`src/rtl/ett_map.svh`:
```
/*
 * Address map, field positions and reset values of the 8-bit timer block.
 * Assumes APB with byte addresses and 32-bit data; each index is one word.
 */
`ifndef ETT_MAP_SVH
`define ETT_MAP_SVH
// register indexes, byte address is four times the index
`define ETT_CTRL_IDX    6'h00
`define ETT_SHARED_IDX  6'h03
`define ETT_RELOAD_IDX  6'h04
`define ETT_COUNT_IDX   6'h05
`define ETT_ISTAT_IDX   6'h06
`define ETT_IMASK_IDX   6'h07
// timer8_control field positions
`define ETT_EN_BIT      7
`define ETT_SINGLE_BIT  6
`define ETT_TOUT_BIT    5
`define ETT_CSEL_HI     4
`define ETT_CSEL_LO     3
`define ETT_INTEN_BIT   1
`define ETT_PINSEL_BIT  0
// reset values
`define ETT_RELOAD_RST  8'h00
`define ETT_SHARED_RST  3'h0
`define ETT_SHARED_RSV  5'h1f
`endif

```
`src/rtl/ett_pkg.sv`:
```
/*
 * Types shared by the 8-bit timer block.
 * Assumes the map header supplies all numeric constants.
 */
package ett_pkg;
	// stored control fields, enable lives in the state machine
	typedef struct packed {
		logic       single;  // single-pass when set
		logic       timeout; // sticky terminal-count flag
		logic [1:0] clk_sel; // input clock divide select
		logic       int_en;  // timeout interrupt enable
		logic       pin_sel; // timer output onto port pin
	} ett_ctrl_t;

	// timer run state
	typedef enum logic [0:0] {
		ETT_IDLE = 1'b0,
		ETT_RUN  = 1'b1
	} ett_state_t;
endpackage : ett_pkg

```
`src/rtl/ett_timer8.sv`:
```
/*
 * 8-bit down counter with control, status, interrupt and pin routing,
 * reached over a zero-wait APB slave.
 * Assumes one clock mclk and port_out_data from logic on that clock.
 */
`timescale 1ns/100ps
`include "ett_map.svh"

module ett_timer8 import ett_pkg::*; (
	input  wire logic        mclk,
	input  wire logic        sys_rst,
	input  wire logic        psel,
	input  wire logic        penable,
	input  wire logic        pwrite,
	input  wire logic [7:0]  paddr,
	input  wire logic [31:0] pwdata,
	input  wire logic        port_out_data,
	output logic      [31:0] prdata,
	output logic             pready,
	output logic             pslverr,
	output logic             irq,
	output logic             timer_output_port_pin
);

	ett_ctrl_t  ctrl_reg;       // control fields
	ett_state_t state_reg;      // run state
	logic [7:0] count_reg;      // current count
	logic [7:0] reload_reg;     // programmed initial count
	logic [2:0] shared_reg;     // writable upper shared bits
	logic [3:0] div_reg;        // free running prescaler
	logic       timer_out_reg;  // timer output level
	logic       istat_reg;      // interrupt status, read clears
	logic       imask_reg;      // interrupt mask
	logic       tick;           // selected count enable
	logic       tc;             // terminal count pulse
	logic       access;         // apb access phase
	logic       setup;          // apb setup phase
	logic       wr;             // write completes
	logic       rd;             // read completes
	logic [5:0] idx;            // word index
	logic       aligned;        // byte offset zero
	logic       hit_ctrl;       // control register hit
	logic       hit_shared;     // shared control hit
	logic       hit_reload;     // initial count hit
	logic       hit_count;      // count readback hit
	logic       hit_istat;      // interrupt status hit
	logic       hit_imask;      // interrupt mask hit
	logic       mapped;         // any register hit
	logic       wr_ctrl;        // control write
	logic [31:0] rdata_next;    // read mux

	// apb decode
	assign setup      = psel & ~penable;
	assign access     = psel & penable;
	assign wr         = access & pwrite;
	assign rd         = access & ~pwrite;
	assign idx        = paddr[7:2];
	assign aligned    = (paddr[1:0] == 2'b00);
	assign hit_ctrl   = aligned && (idx == `ETT_CTRL_IDX);
	assign hit_shared = aligned && (idx == `ETT_SHARED_IDX);
	assign hit_reload = aligned && (idx == `ETT_RELOAD_IDX);
	assign hit_count  = aligned && (idx == `ETT_COUNT_IDX);
	assign hit_istat  = aligned && (idx == `ETT_ISTAT_IDX);
	assign hit_imask  = aligned && (idx == `ETT_IMASK_IDX);
	assign mapped     = hit_ctrl | hit_shared | hit_reload | hit_count
	                  | hit_istat | hit_imask;
	assign wr_ctrl    = wr & hit_ctrl;

	// zero wait states, error on unmapped access
	assign pready  = 1'b1;
	assign pslverr = access & ~mapped;

	// read mux, reserved bits of shared register read ones
	always_comb begin
		rdata_next = 32'h0000_0000;
		if (hit_ctrl) begin
			rdata_next[`ETT_EN_BIT]                  = (state_reg == ETT_RUN);
			rdata_next[`ETT_SINGLE_BIT]              = ctrl_reg.single;
			rdata_next[`ETT_TOUT_BIT]                = ctrl_reg.timeout;
			rdata_next[`ETT_CSEL_HI:`ETT_CSEL_LO]    = ctrl_reg.clk_sel;
			rdata_next[`ETT_INTEN_BIT]               = ctrl_reg.int_en;
			rdata_next[`ETT_PINSEL_BIT]              = ctrl_reg.pin_sel;
		end else if (hit_shared) begin
			rdata_next[7:0] = {shared_reg, `ETT_SHARED_RSV};
		end else if (hit_reload) begin
			rdata_next[7:0] = reload_reg;
		end else if (hit_count) begin
			rdata_next[7:0] = count_reg;
		end else if (hit_istat) begin
			rdata_next[0] = istat_reg;
		end else if (hit_imask) begin
			rdata_next[0] = imask_reg;
		end
	end

	// read data captured in setup, stable through access
	always_ff @(posedge mclk or posedge sys_rst) begin
		if (sys_rst) begin
			prdata <= 32'h0000_0000;
		end else if (setup && !pwrite) begin
			prdata <= rdata_next;
		end
	end

	// prescaler never restarts, so first tick is unaligned
	always_ff @(posedge mclk or posedge sys_rst) begin
		if (sys_rst) begin
			div_reg <= 4'h0;
		end else begin
			div_reg <= div_reg + 4'h1;
		end
	end

	// clock select: divide by 1, 2, 4 or 8
	always_comb begin
		unique case (ctrl_reg.clk_sel)
			2'd0: tick = 1'b1;
			2'd1: tick = div_reg[0];
			2'd2: tick = &div_reg[1:0];
			2'd3: tick = &div_reg[2:0];
		endcase
	end

	// terminal count when zero is counted past
	assign tc = (state_reg == ETT_RUN) && tick && (count_reg == 8'h00);

	// run state machine
	always_ff @(posedge mclk or posedge sys_rst) begin
		if (sys_rst) begin
			state_reg <= ETT_IDLE;
		end else begin
			unique case (state_reg)
				ETT_IDLE: begin
					if (wr_ctrl && pwdata[`ETT_EN_BIT]) begin
						state_reg <= ETT_RUN;
					end
				end
				ETT_RUN: begin
					if (wr_ctrl && !pwdata[`ETT_EN_BIT]) begin
						state_reg <= ETT_IDLE;
					end else if (tc && ctrl_reg.single) begin
						state_reg <= ETT_IDLE;
					end
				end
			endcase
		end
	end

	// counter: load on start, count down, reload in modulo mode
	always_ff @(posedge mclk or posedge sys_rst) begin
		if (sys_rst) begin
			count_reg <= 8'h00;
		end else if (state_reg == ETT_IDLE) begin
			if (wr_ctrl && pwdata[`ETT_EN_BIT]) begin
				count_reg <= reload_reg;
			end
		end else if (tick) begin
			if (count_reg != 8'h00) begin
				count_reg <= count_reg - 8'h01;
			end else if (!ctrl_reg.single) begin
				count_reg <= reload_reg;
			end
			// single-pass keeps zero, no reload
		end
	end

	// control fields; terminal count beats a same-cycle clear
	always_ff @(posedge mclk or posedge sys_rst) begin
		if (sys_rst) begin
			ctrl_reg <= '0;
		end else begin
			if (wr_ctrl) begin
				ctrl_reg.single  <= pwdata[`ETT_SINGLE_BIT];
				ctrl_reg.clk_sel <= pwdata[`ETT_CSEL_HI:`ETT_CSEL_LO];
				ctrl_reg.int_en  <= pwdata[`ETT_INTEN_BIT];
				ctrl_reg.pin_sel <= pwdata[`ETT_PINSEL_BIT];
			end
			if (tc) begin
				ctrl_reg.timeout <= 1'b1;
			end else if (wr_ctrl && pwdata[`ETT_TOUT_BIT]) begin
				ctrl_reg.timeout <= 1'b0;
			end
		end
	end

	// initial count and shared control storage
	always_ff @(posedge mclk or posedge sys_rst) begin
		if (sys_rst) begin
			reload_reg <= `ETT_RELOAD_RST;
			shared_reg <= `ETT_SHARED_RST;
		end else begin
			if (wr && hit_reload) begin
				reload_reg <= pwdata[7:0];
			end
			if (wr && hit_shared) begin
				shared_reg <= pwdata[7:5];
			end
		end
	end

	// timer output toggles at each terminal count
	always_ff @(posedge mclk or posedge sys_rst) begin
		if (sys_rst) begin
			timer_out_reg <= 1'b0;
		end else if (tc) begin
			timer_out_reg <= ~timer_out_reg;
		end
	end

	// pin mux, plain port output by default
	always_ff @(posedge mclk or posedge sys_rst) begin
		if (sys_rst) begin
			timer_output_port_pin <= 1'b0;
		end else if (ctrl_reg.pin_sel) begin
			timer_output_port_pin <= timer_out_reg;
		end else begin
			timer_output_port_pin <= port_out_data;
		end
	end

	// interrupt status, set wins over read clear
	// read data is taken in setup, so only a bit that read returned is cleared
	always_ff @(posedge mclk or posedge sys_rst) begin
		if (sys_rst) begin
			istat_reg <= 1'b0;
		end else if (tc && ctrl_reg.int_en) begin
			istat_reg <= 1'b1;
		end else if (rd && hit_istat && prdata[0]) begin
			istat_reg <= 1'b0;
		end
	end

	// interrupt mask
	always_ff @(posedge mclk or posedge sys_rst) begin
		if (sys_rst) begin
			imask_reg <= 1'b0;
		end else if (wr && hit_imask) begin
			imask_reg <= pwdata[0];
		end
	end

	// level interrupt
	assign irq = istat_reg & imask_reg;

	// checks
	start_on_enable_a: assert property (
		@(posedge mclk) disable iff (sys_rst)
		(wr_ctrl && pwdata[`ETT_EN_BIT] && state_reg == ETT_IDLE)
		|=> (state_reg == ETT_RUN) && (count_reg == $past(reload_reg)))
		else $error("enable write did not start the timer");

	modulo_reload_a: assert property (
		@(posedge mclk) disable iff (sys_rst)
		(tc && !ctrl_reg.single && !wr_ctrl)
		|=> (state_reg == ETT_RUN) && (count_reg == $past(reload_reg)))
		else $error("modulo mode did not reload");

	single_halt_a: assert property (
		@(posedge mclk) disable iff (sys_rst)
		(tc && ctrl_reg.single) |=> (state_reg == ETT_IDLE) && (count_reg == 8'h00))
		else $error("single-pass did not halt");

	timeout_set_a: assert property (
		@(posedge mclk) disable iff (sys_rst)
		tc |=> ctrl_reg.timeout)
		else $error("timeout flag not set");

	timeout_hold_a: assert property (
		@(posedge mclk) disable iff (sys_rst)
		(ctrl_reg.timeout && !(wr_ctrl && pwdata[`ETT_TOUT_BIT])) |=> ctrl_reg.timeout)
		else $error("timeout flag lost without write one");

	timeout_clear_a: assert property (
		@(posedge mclk) disable iff (sys_rst)
		(wr_ctrl && pwdata[`ETT_TOUT_BIT] && !tc) |=> !ctrl_reg.timeout)
		else $error("write one did not clear timeout");

	prescale_free_a: assert property (
		@(posedge mclk) disable iff (sys_rst)
		$rose(state_reg == ETT_RUN) |-> (div_reg == 4'($past(div_reg) + 4'h1)))
		else $error("prescaler restarted on enable");

	clock_select_a: assert property (
		@(posedge mclk) disable iff (sys_rst)
		(tick && ctrl_reg.clk_sel == 2'd3) |-> (div_reg[2:0] == 3'h7))
		else $error("divide by eight ticked early");

	int_gate_a: assert property (
		@(posedge mclk) disable iff (sys_rst)
		(!istat_reg && !(tc && ctrl_reg.int_en)) |=> !istat_reg)
		else $error("interrupt status set while disabled");

	pin_route_a: assert property (
		@(posedge mclk) disable iff (sys_rst)
		ctrl_reg.pin_sel |=> (timer_output_port_pin == $past(timer_out_reg)))
		else $error("timer output not routed to pin");

	pin_port_a: assert property (
		@(posedge mclk) disable iff (sys_rst)
		!ctrl_reg.pin_sel |=> (timer_output_port_pin == $past(port_out_data)))
		else $error("port data not routed to pin");

	istat_clear_a: assert property (
		@(posedge mclk) disable iff (sys_rst)
		(rd && hit_istat && prdata[0] && !(tc && ctrl_reg.int_en)) |=> !istat_reg)
		else $error("status read did not clear interrupt");

	istat_keep_a: assert property (
		@(posedge mclk) disable iff (sys_rst)
		(istat_reg && !(rd && hit_istat && prdata[0])) |=> istat_reg)
		else $error("interrupt status lost without read");

endmodule : ett_timer8

```
`config.mk`:
```
export PLATFORM = sky130hd
export DESIGN_NAME = ett_timer8
export DESIGN_NICKNAME = d
export VERILOG_FILES = /design/src/rtl/ett_pkg.sv /design/src/rtl/ett_timer8.sv
export VERILOG_INCLUDE_DIRS = /design/src /design/src/rtl
export SDC_FILE = /design/constraint.sdc
export NUM_CORES = 1
export LEC_CHECK = 0
export BUFFER_PORTS_ARGS = -buffer_cell sky130_fd_sc_hd__clkbuf_2
export CAP_MARGIN = 5
export CORE_MARGIN = 4
export CORE_UTILIZATION = 55
export DETAILED_ROUTE_END_ITERATION = 12
export PLACE_DENSITY = 0.86
export SLEW_MARGIN = 5
export SYNTH_ARGS = -nofsm -noshare
export SYNTH_HDL_FRONTEND = slang
export SYNTH_SLANG_ARGS = --single-unit
```
`constraint.sdc`:
```
create_clock -name mclk -period 5.3 [get_ports mclk]
set_input_delay 0.53 -clock mclk [delete_from_list [all_inputs] [get_ports mclk]]
set_output_delay 0.53 -clock mclk [all_outputs]
set_load 0.005 [all_outputs]
```
==> metrics.csv <==
metric,value,unit
result_of_the_run,finished clean,
grt_pass1_wl,9050,um
via_per_inst,5.83,
tritoncts,done,
timing_worst_slew_pin_value,0.665,ns
critical_path.top_delay_family,compound AO/OA/AOI/OAI gates,
clock_insertion_delay_at_the_later_pin_of_the_skew_report,0.30,ns
diode_count,0,
logic_depth_of_the_worst_path_buffers_included,6,
wl_per_cell,16.9,um
nNetsFinal,329,
tns,0,ns
crit_buf_inv,0,
worst_r2r_startpoint,div_reg[0]$_DFF_PP0_,
numClockSinks,41,
power.density,246,nW/um^2
die_height,75.9,um
layout-drive-gt1-share,28.2,%
first_global_vias,1824,
drt_first_iter_violations,292,
postLayoutSetupSlackWorst,3.05,ns
fin_crit_sh,42.4,%
detail_route.wirelength,5620,um
timing.critical_path.fanout_max,15,
final_cells,332,
cts_repair_resize_count,0,
ir_drop,0.000173,V
ys_types,52,
grt_start_max_net_pins,42,
maxCapViolCount,0,
route.detailed.drc,0,
area.growth.synth_to_final,7.11,%
dp_cells,324,
holdCritPathClass,input pin to async pin,
die_area,5750,um^2
cp_cell_sequence,ha_1 > ha_1 > mux2_2 > o221ai_1 > o21ai_2 > mux2_2,
antenna_found_initial,0,
max_freq,445,MHz
grt_remaining_overflow,0,
postSynthAreaPerCell,10.2,um^2
p_leak,1.33,nW
dp_slack,3.07,ns
cts_hold_buf,0,
regToRegEndpoint,count_reg[6]$_DFFE_PP0P_,
finalClockSkew,0.00973,ns
worst_ep_required_time,5.48,ns
timing.critical_path.arrival,2.43,ns
postSynth.topFlopCell,sky130_fd_sc_hd__dfrtp_1,
filler_cell_count,360,
post-route-util,61.5,%
clock_path_buffers,2,
synth_enable_flop_cells,0,
ant_nets,0,
initial_core_util,57.4,%
cts_root_buf,sky130_fd_sc_hd__clkbuf_8,
worst-setup-path-type,flip-flop to flip-flop,
io_buffer_count,32,
timing.final.max_slew_violations,0,
slew_margin_rel,55.6,%
synth.yosys.seq_area_share,40.5,%
half_perimeter_wire_length_of_the_detailed_placement_result,4170,um
critical_path.startpoint,div_reg[0]$_DFF_PP0_,
setup.worst_path.start_class,flip-flop,
floorplan.die.width,75.9,um
cp-endpoint,count_reg[6]$_DFFE_PP0P_,
worst_r2r_path_depth,6,
syn_inst,249,
finalCriticalPeriod,2.25,ns
cpMaxStageDelayCell,sky130_fd_sc_hd__o21ai_2,
delay_of_the_slowest_cell_on_the_worst_path,0.59,ns
fp-row-count,24,
power.total,0.000666,W
sort_of_element_at_the_end_of_the_critical_path,flip-flop,
synthesized_area,2530,um^2
io_pins,82,
reg2reg_setup_slack,3.05,ns
yosysWarnings,0,
dr_total_vias,1934,
initial_drt_pass_iterations,5,
ctsHtreeMaxLevel,2,
post_cts_buffers,0,
hold_viol_final,0,
clk_pin_slew,0.09,ns
groute.usage.overall,21.2,%
asyncSetResetFlopFracSynth,100,%
rsz0062_at_grt,no,
setup_viol,0,
place.gp.congestion,0.898,
cts-buffers-inserted,5,
coreArea,4410,um^2
synth-seq-cells,41,
## worst min path at each step
stage                                         start  cells after the start                   endpoint  slack (ns)
after floorplan                div_reg[0]$_DFF_PP0_                      1       div_reg[0]$_DFF_PP0_        0.42
after global placement         div_reg[0]$_DFF_PP0_                      1       div_reg[0]$_DFF_PP0_        0.44
after detailed placement  timer_out_reg$_DFFE_PP0P_                      1  timer_out_reg$_DFFE_PP0P_        0.46
after CTS                                   sys_rst                      3       div_reg[1]$_DFF_PP0_        0.34
after global routing                        sys_rst                      3       div_reg[1]$_DFF_PP0_        0.36
final                                       sys_rst                      3  reload_reg[4]$_DFFE_PP0P_        0.31
## per-stage QoR
stage	hold slack (ns)	area, um^2
after floorplan	0.418	2620
after global placement	0.437	2620
after CTS	0.337	2710
final	0.314	2710
after global routing	0.358	2710
after detailed placement	0.463	2620
## placed cells by master (no fill, tap or decap), drive strengths merged, types with 2 or more instances in the layout
cell type / count
dfrtp: 41
o21ai: 18
and2: 2
conb: 25
nor3b: 2
mux2: 27
nor2: 10
nand4: 4
a32o: 2
nand2b: 2
nand3: 10
nor2b: 4
ha: 4
a22o: 2
inv: 9
o31ai: 2
a21o: 6
nor3: 9
a21oi: 12
nor4: 6
a21boi: 3
and3: 3
mux2i: 2
clkbuf: 37
nand2: 18
o211ai: 3
## where the power goes
group / switching (W) / internal [W] / total, W
registers: 0.0000258 / 0.000328 / 0.000354
logic: 0.0000606 / 0.0000423 / 0.000103
clock network: 0.000116 / 0.0000934 / 0.000209
total: 0.000202 / 0.000464 / 0.000666
## worst register-to-register path, stage by stage (launching register included)
cell and delay, ns:
sky130_fd_sc_hd__dfrtp_1 0.40, sky130_fd_sc_hd__ha_1 0.21, sky130_fd_sc_hd__ha_1 0.17, sky130_fd_sc_hd__mux2_2 0.14, sky130_fd_sc_hd__o221ai_1 0.21, sky130_fd_sc_hd__o21ai_2 0.59
sky130_fd_sc_hd__mux2_2 0.40
## metal layers
layer  track usage [%]  up-vias  wire length, um
met5                 0        -                0
met4              7.18        0               91
met3              4.75        9              391
met2              33.7       93             2700
met1              28.7      918             2430
li1                  -      914                -
## final cells by class
class / instances / area [um^2] / area share (%)
multi-input cells: 190 / 1330 / 49.2
flip-flops and latches: 41 / 1030 / 37.8
repair buffers: 33 / 168 / 6.18
clock buffers: 5 / 68.8 / 2.54
well taps: 52 / 65.1 / 2.40
inverters: 8 / 30.0 / 1.11
clock inverters: 3 / 21.3 / 0.784
## cell families (layout without fill, tap and decap cells)
family | count (synthesis) | in the layout | synth area share, %
and+or+nand+nor | 74 | 74 | 18.2
AOI/OAI and AO/OA | 56 | 56 | 14.1
DFF | 41 | 41 | 40.5
buffers and inverters | 41 | 49 | 10.2
muxes | 29 | 29 | 14.0
adders and majority gates | 4 | 4 | 1.98
other | 2 | 25 | 0.297
xor gates and xnor gates | 2 | 2 | 0.692
## synth_stat cells (2+ instances only)
library cell | number | area, um^2
sky130_fd_sc_hd__a21boi_0 | 2 | 15.0
sky130_fd_sc_hd__a21oi_1 | 12 | 60.1
sky130_fd_sc_hd__o21ai_1 | 3 | 15.0
sky130_fd_sc_hd__dfrtp_1 | 41 | 1030
sky130_fd_sc_hd__a21o_1 | 6 | 45.0
sky130_fd_sc_hd__nor2b_1 | 4 | 25.0
sky130_fd_sc_hd__clkbuf_1 | 4 | 15.0
sky130_fd_sc_hd__nor3_2 | 2 | 20.0
sky130_fd_sc_hd__mux2i_1 | 2 | 20.0
sky130_fd_sc_hd__nand2_1 | 17 | 63.8
sky130_fd_sc_hd__o21ai_0 | 14 | 70.1
sky130_fd_sc_hd__o31ai_1 | 2 | 15.0
sky130_fd_sc_hd__nor2_1 | 10 | 37.5
sky130_fd_sc_hd__inv_1 | 8 | 30.0
sky130_fd_sc_hd__ha_1 | 4 | 50.1
sky130_fd_sc_hd__nand4_1 | 4 | 25.0
sky130_fd_sc_hd__and2_1 | 2 | 12.5
sky130_fd_sc_hd__buf_4 | 25 | 188
sky130_fd_sc_hd__nor3_1 | 7 | 35.0
sky130_fd_sc_hd__nand3_1 | 10 | 50.1
sky130_fd_sc_hd__nor4_1 | 2 | 12.5
sky130_fd_sc_hd__a32o_1 | 2 | 20.0
sky130_fd_sc_hd__buf_2 | 3 | 15.0
sky130_fd_sc_hd__conb_1 | 2 | 7.51
sky130_fd_sc_hd__mux2_2 | 19 | 214
sky130_fd_sc_hd__nand2b_1 | 2 | 12.5
sky130_fd_sc_hd__nor3b_1 | 2 | 15.0
sky130_fd_sc_hd__o211ai_1 | 3 | 22.5
sky130_fd_sc_hd__and3_1 | 2 | 12.5
sky130_fd_sc_hd__nor4_4 | 3 | 63.8
sky130_fd_sc_hd__mux2_4 | 8 | 120
sky130_fd_sc_hd__a22o_1 | 2 | 17.5
(Power assumes the default switching activity.)
